[src/core/ssd_pkg.sv]
// package for the start/stop command decoder: selections, commands, reset values
// assumes a single clock domain; no register bus, all settings are ports
`default_nettype none
package ssd_pkg;

  // -------------------------------------------------------------------------
  // command source selection codes
  // -------------------------------------------------------------------------
  typedef enum logic [2:0]
  {
    SSD_SEL_NONE = 3'h0,
    SSD_SEL_START_ONLY = 3'h1,
    SSD_SEL_START_DIR = 3'h2,
    SSD_SEL_FWD_REV = 3'h3,
    SSD_SEL_PULSE_HOLD = 3'h4
  } ssd_sel_t;

  // -------------------------------------------------------------------------
  // decoded command
  // -------------------------------------------------------------------------
  typedef enum logic [1:0]
  {
    SSD_CMD_STOP = 2'h0,
    SSD_CMD_START_FWD = 2'h1,
    SSD_CMD_START_REV = 2'h2
  } ssd_cmd_t;

  typedef struct packed
  {
    logic src_one;
    logic src_two;
  } ssd_src_t;

  typedef struct packed
  {
    ssd_cmd_t cmd;
    logic keys_disabled;
  } ssd_out_t;

  localparam logic SSD_TRIG_EDGE = 1'h0;
  localparam logic SSD_TRIG_LEVEL = 1'h1;
  localparam ssd_cmd_t SSD_CMD_RESET = SSD_CMD_STOP;
  localparam logic SSD_KEYS_DIS_RESET = 1'h0;
  localparam ssd_src_t SSD_SRC_RESET = 2'h0;

endpackage
`default_nettype wire

[src/core/ssd_sync.sv]
// two flip-flop synchroniser for the command source pins
// assumes pins are asynchronous to clock
`timescale 1ns/100ps
`default_nettype none
module ssd_sync
(
  input wire logic clock,
  input wire logic rst_b,
  input wire logic clock_en,
  input wire ssd_pkg::ssd_src_t pin_in,
  output var ssd_pkg::ssd_src_t sync_out
);
  import ssd_pkg::*;

  ssd_src_t stage_one;

  always_ff @(posedge clock or negedge rst_b)
  begin
    if (!rst_b)
    begin
      stage_one <= SSD_SRC_RESET;
      sync_out <= SSD_SRC_RESET;
    end
    else if (clock_en)
    begin
      stage_one <= pin_in;
      sync_out <= stage_one;
    end
  end
endmodule
`default_nettype wire

[src/core/ssd_decoder.sv]
// start/stop decoder for external location one; command to drive run logic
// assumes source pins asynchronous, settings quasi-static from same clock
`timescale 1ns/100ps
`default_nettype none
module ssd_decoder
(
  input wire logic clock,
  input wire logic rst_b,
  input wire logic clock_en,
  input wire ssd_pkg::ssd_sel_t sel,
  input wire logic trig_level,
  input wire ssd_pkg::ssd_src_t src_pins,
  output var ssd_pkg::ssd_out_t dec_out
);
  import ssd_pkg::*;

  // -------------------------------------------------------------------------
  // input capture
  // -------------------------------------------------------------------------
  ssd_src_t src;
  ssd_src_t src_prev;
  ssd_cmd_t next_cmd;
  logic next_keys_dis;
  logic rise_one;
  logic cond_one;
  logic cond_two;

  // pins are asynchronous: two stages cost two cycles of latency but keep
  // a metastable level away from the edge detect and the decode
  ssd_sync u_sync
  (
    .clock(clock),
    .rst_b(rst_b),
    .clock_en(clock_en),
    .pin_in(src_pins),
    .sync_out(src)
  );

  always_ff @(posedge clock or negedge rst_b)
  begin
    if (!rst_b)
      src_prev <= SSD_SRC_RESET;
    else if (clock_en)
      src_prev <= src;
  end

  // start condition for one bit under the trigger setting
  function automatic logic start_cond(input logic now, input logic last, input logic lvl);
    start_cond = (lvl == SSD_TRIG_LEVEL) ? now : (now && !last);
  endfunction

  assign rise_one = start_cond(src.src_one, src_prev.src_one, SSD_TRIG_EDGE);
  assign cond_one = start_cond(src.src_one, src_prev.src_one, trig_level);
  assign cond_two = start_cond(src.src_two, src_prev.src_two, trig_level);

  // -------------------------------------------------------------------------
  // decode
  // -------------------------------------------------------------------------
  always_comb
  begin
    next_cmd = dec_out.cmd;
    next_keys_dis = 1'b0;
    unique case (sel)
      SSD_SEL_NONE:
        next_cmd = dec_out.cmd;
      SSD_SEL_START_ONLY:
      begin
        if (!src.src_one)
          next_cmd = SSD_CMD_STOP;
        else if (cond_one)
          next_cmd = SSD_CMD_START_FWD;
      end
      SSD_SEL_START_DIR:
      begin
        if (!src.src_one)
          next_cmd = SSD_CMD_STOP;
        else if (cond_one)
          next_cmd = src.src_two ? SSD_CMD_START_REV : SSD_CMD_START_FWD;
      end
      SSD_SEL_FWD_REV:
      begin
        if (src.src_one == src.src_two)
          next_cmd = SSD_CMD_STOP;
        else if (cond_one && !src.src_two)
          next_cmd = SSD_CMD_START_FWD;
        else if (cond_two && !src.src_one)
          next_cmd = SSD_CMD_START_REV;
      end
      SSD_SEL_PULSE_HOLD:
      begin
        // trigger setting deliberately unused here
        next_keys_dis = !src.src_two;
        if (!src.src_two)
          next_cmd = SSD_CMD_STOP;
        else if (rise_one)
          next_cmd = SSD_CMD_START_FWD;
      end
      default:
        // unused codes behave as no source selected
        next_cmd = dec_out.cmd;
    endcase
  end

  always_ff @(posedge clock or negedge rst_b)
  begin
    if (!rst_b)
    begin
      dec_out.cmd <= SSD_CMD_RESET;
      dec_out.keys_disabled <= SSD_KEYS_DIS_RESET;
    end
    else if (clock_en)
    begin
      dec_out.cmd <= next_cmd;
      dec_out.keys_disabled <= next_keys_dis;
    end
  end
endmodule
`default_nettype wire

[config.mk]
export PLATFORM = sky130hd
export DESIGN_NAME = ssd_decoder
export DESIGN_NICKNAME = d
export VERILOG_FILES = /design/src/core/ssd_pkg.sv /design/src/core/ssd_sync.sv /design/src/core/ssd_decoder.sv
export SDC_FILE = /design/constraint.sdc
export NUM_CORES = 1
export LEC_CHECK = 0
export BUFFER_PORTS_ARGS = -buffer_cell sky130_fd_sc_hd__buf_2
export CORE_AREA = 8 8 45 47
export CTS_BUF_LIST = sky130_fd_sc_hd__clkbuf_2 sky130_fd_sc_hd__clkbuf_4 sky130_fd_sc_hd__clkbuf_8
export CTS_CLUSTER_DIAMETER = 60
export DETAILED_ROUTE_END_ITERATION = 7
export DIE_AREA = 0 0 53 55
export SETUP_SLACK_MARGIN = 0.4
export SYNTH_ARGS = -nofsm -noshare
export SYNTH_HDL_FRONTEND = slang
export SYNTH_SLANG_ARGS = --single-unit
[constraint.sdc]
create_clock -name clock -period 5.3 [get_ports clock]
set_input_delay 0.53 -clock clock [delete_from_list [all_inputs] [get_ports clock]]
set_output_delay 0.53 -clock clock [all_outputs]
set_load 0.005 [all_outputs]
After elaboration in Yosys (flattened, before gate mapping) --
Cells that the tools add are included. W data, S select, Z words.
Word-level totals: bits in registers 9, input bits 9, output and inout port bits 3, word-level logic and storage cells 41
Operators by class: eq/ne operators 9, muxes and demuxes 14, reductions and logical operators 10
Operators with widths (count):
- $mux W2 | 10
- $ne A3 B3 Y1 const B | 3
- $pmux W2 S4 | 1
- $eq A3 B2 Y1 const B | 2
- $reduce_and A6 Y1 | 1
- $logic_and A1 B1 Y1 | 4
- $logic_not A1 Y1 | 4
- $ne A4 B4 Y1 const B | 1
- $reduce_bool A4 Y1 | 1
- $eq A3 B1 Y1 const B | 1
- $eq A3 B3 Y1 const B | 1
- $mux W1 | 3
- $eq A1 B1 Y1 | 1

Depth between registers and ports, before layout --
word-level depth 8, depth in mapped cells 6, depth with buffers taken out 6

Hierarchy --
From an unflattened synthesis, not the netlist that was laid out.
Second synthesis, totals: cell total of the unflattened synthesis 47, area total of the unflattened synthesis 535.5 µm²
Modules (own cells, without submodules):
- ssd_decoder | instances 1, cells an instance 39, area an instance 390.4 µm², sequential area each 125.1 µm²
- ssd_sync | instances 1, cells an instance 8, area an instance 145.1 µm², sequential area each 100.1 µm²

Worst setup path before layout --
OpenSTA, ideal clock, no wires.
kind register to register, from reg u_sync.sync_out[0] in the netlist's numbering, to reg dec_out[1] in the netlist's numbering, arrival 1.692 ns, setup slack 3.480 ns, cell stages (with the launch flop) 7, path buffers 0, cells stage by stage dfrtp_1 > inv_1 > ha_1 > or2b_1 > o21bai_1 > o221ai_2 > mux2_1
Between the ends: word-level cells in the longest chain between the ends 5, elaborated cells on any way between the ends 16, classes of those cells eq/ne: 3; mux: 8; reduce/logical: 5
RTL lines:
- start: declaration | RTL line ssd_sync.sv:11 | output var ssd_pkg::ssd_src_t sync_out
- start signal: assignment | RTL line ssd_sync.sv:27 | sync_out <= stage_one;
- $logic_and A1 B1 Y1 or $logic_not A1 Y1 (tied branches)
- $mux W1 or $logic_and A1 B1 Y1 (tied branches) | RTL line ssd_decoder.sv:49, ssd_decoder.sv:84
- $logic_and A1 B1 Y1 or $mux W2 (tied branches) | RTL line ssd_decoder.sv:86, ssd_decoder.sv:84
- $ne A4 B4 Y1 (no line) or $mux W2 (tied branches)
- $reduce_and A6 Y1 (no line) or $pmux W2 S4 (tied branches)
- end: declaration | RTL line ssd_decoder.sv:13 | output var ssd_pkg::ssd_out_t dec_out
Parallel ways exist; a longest one is shown, timed or not. The select of a mux whose other input is x is not followed. A chain may end at the register's enable or synchronous reset.

Worst setup path in the final report --
Ends and elaborated chain as after synthesis.

==> impl_metrics.py <==
metrics = {
    "synthesis": {
        "synthMuxAreaShare_pct": 12.1,
        "yosysSeqAreaShare_pct": 40.4,
        "synth_nets": 62,
        "syn_avg_cell_area_um2": 10.9,
        "synth_cell_types": 23,
        "netlist_instances": 51,
        "synthSimpleGateAreaFrac_pct": 17.5,
        "synth_fa_ha_area_share_pct": 4.48,
        "syn_area_um2": 558,
        "synth_top_family_by_area": "compound AO/OA/AOI/OAI gates",
        "synth-seq-cells": 9,
        "synth-xor-area-share_pct": 0,
        "ys_warn_count": 0,
        "synth_compound_gate_area_share_pct": 21.5,
    },
    "finish": {
        "final_nets": 77,
        "n_fill_cell": 144,
        "fin_cells": 81,
        "antenna_cells": 0,
        "drive_above_1_share_pct": 36.9,
        "area_growth_pct": 18.2,
    },
    "route": {
        "wl_per_cell_um": 13.8,
        "drc_errors": 0,
        "viasPerCell": 5.09,
        "drtIter0Drc": 1,
        "dr_total_vias": 412,
        "drt-pass1-iter-count": 2,
        "final_antenna_net_count": 0,
        "routed_wl_um": 1120,
    },
    "clock_network": {
        "post_cts_buffers": 0,
        "cts_resized": 0,
        "ctsRootBufferMaster": "clkbuf_4",
        "cts_hold_buf": 0,
        "clockBufferDepth": 2,
        "cts_sinks": 9,
        "cts_tree": "built",
        "cts_made_buffers": 3,
        "path_clk_slew_ns": 0.06,
        "clk_latency_ns": 0.25,
        "htree_levels": 1,
    },
    "timing": {
        "slew_viol_final": 0,
        "setup_viol": 0,
        "final.setup.tns_ns": 0,
        "min_period_ns": 1.98,
        "finalHoldViolCount": 0,
        "skew_ns": 0.00317,
        "worst_pin_slew_ns": 0.487,
        "fmax_mhz": 504,
        "fin_crit_sh_pct": 37.4,
        "slew_headroom_pct": 67.4,
        "whs_ns": 0.111,
        "rsz0062_at_grt": "false",
    },
    "min_path": {
        "min_path_type": "in -> async",
    },
    "outcome": {
        "status": "finished clean",
    },
    "die": {
        "die_h_um": 55,
        "core_um2": 1380,
        "start_util_pct": 40.3,
        "io_pins": 12,
        "dieWidth_um": 53,
        "fp.dieArea_um2": 2920,
        "rows": 14,
    },
    "global_route": {
        "grt_max_degree": 12,
        "grt_pass1_vias": 439,
        "antenna_found_initial": 0,
        "grt_overflow_total": 0,
        "grt_pass1_wl_um": 1960,
        "grt_use_total_pct": 9.08,
    },
    "power": {
        "vdd_ir_drop_max_v": 0.000134,
        "cellPowerDensity_nw_per_um2": 276,
        "leakagePower_nw": 0.305,
    },
    "flow_run": {
        "drv_cap": 0,
    },
    "place": {
        "dp.cells": 77,
        "dp_hpwl_um": 883,
        "gp_congestion": 0.765,
        "port_buffers": 11,
    },
    "setup_path": {
        "end_kind": "flop",
        "path_class": "reg -> reg",
        "cp_max_fo": 7,
        "arrival_ns": 2.11,
        "critical_path_required_ns": 5.43,
        "critPathLaunchType": "flop",
    },
}
[sequential cells by signal, indices dropped and copies added, names as in the netlist]
register          cells
dec_out               3
src_prev              2
u_sync.stage_one      2
u_sync.sync_out       2
[per-layer routing]
metal | routed length (um) | GRT usage [%]
met4 | 12 | 6.47
met3 | 69 | 2.41
met5 | 0 | 0
met2 | 497 | 14.3
met1 | 536 | 10.5
[worst max-delay path, stage by stage (launching register included)]
cell      delay (ns)
dfrtp_1         0.44
inv_1           0.11
ha_1            0.29
or2b_1          0.23
o21bai_1        0.19
o221ai_2        0.25
mux2_1          0.35
[path summary, 6_finish.rpt]
path                                startpoint                   to  slack, ns  cells after the start
setup / recovery            u_sync.sync_out[0]           dec_out[1]       3.32                      6
hold / removal                           rst_b   u_sync.sync_out[1]       0.11                      1
setup reg to reg            u_sync.sync_out[0]           dec_out[1]       3.32                      6
hold reg to reg            u_sync.stage_one[1]   u_sync.sync_out[1]       0.47                      2
max in group asynchronous                rst_b  u_sync.stage_one[1]       5.02                      1
min in group clock         u_sync.stage_one[1]   u_sync.sync_out[1]       0.47                      2
[area by class of cell]
cell class,count,area [um2],area share [%]
Timing Repair Buffer,11,55.1,8.35
Clock buffer,4,30.0,4.55
Sequential cell,9,225,34.2
Tap cell,16,20.0,3.04
Inverter,5,18.8,2.85
Multi-Input combinational cell,36,310,47.1
[power by group]
group,switching (mW),total [mW],internal (mW)
clock,0.0218,0.0558,0.0340
sequential,0.00759,0.0856,0.0780
combinational,0.0193,0.0405,0.0212
[synth_stat cells]
library cell,instances,area [um2]
or2b_1,3,22.5
mux2_2,4,45.0
clkbuf_1,1,3.75
mux2_1,2,22.5
nor2b_1,4,25.0
o21bai_1,1,7.51
a31o_2,2,17.5
o21ai_0,3,15.0
o221ai_2,1,15.0
nor2_1,1,3.75
o32a_1,1,10.0
and4bb_2,1,12.5
nor3b_1,1,7.51
o221ai_1,1,8.76
a21oi_1,1,5.00
dfrtp_1,9,225
a31oi_1,1,6.26
a2111oi_4,1,27.5
nand2_1,2,7.51
a22oi_1,1,7.51
ha_1,2,25.0
inv_1,5,18.8
nand2b_1,3,18.8
[metrics by stage]
stage / util (%) / area [um2] / power (mW) / setup slack (ns)
2_1_floorplan: - / 558 / 0.112 / 3.48
3_3_place_gp: 45.5 / 629 / 0.127 / 3.37
3_5_place_dp: 45.5 / 629 / 0.128 / 3.32
4_1_cts: 47.6 / 659 / 0.185 / 3.30
5_1_grt: 47.6 / 659 / 0.196 / 3.22
6_report: 47.6 / 659 / 0.182 / 3.32
[kinds of logic after synthesis]
logic type,Yosys count
flops,9
simple gates,15
compound gates,13
fa+ha+maj,2
buf+inv,6
mux,6
[cell usage in the layout (no fill, tap or decap), drive strengths merged, types with 2 or more instances in the layout]
cell,synthesis,final
nor2b,4,4
a31o,2,2
o221ai,2,2
or2b,3,3
dfrtp,9,9
ha,2,2
nand2,2,2
o21ai,3,3
clkbuf,1,4
inv,5,5
mux2,6,6
buf,0,11
nand2b,3,3
(Power assumes the default switching activity.)
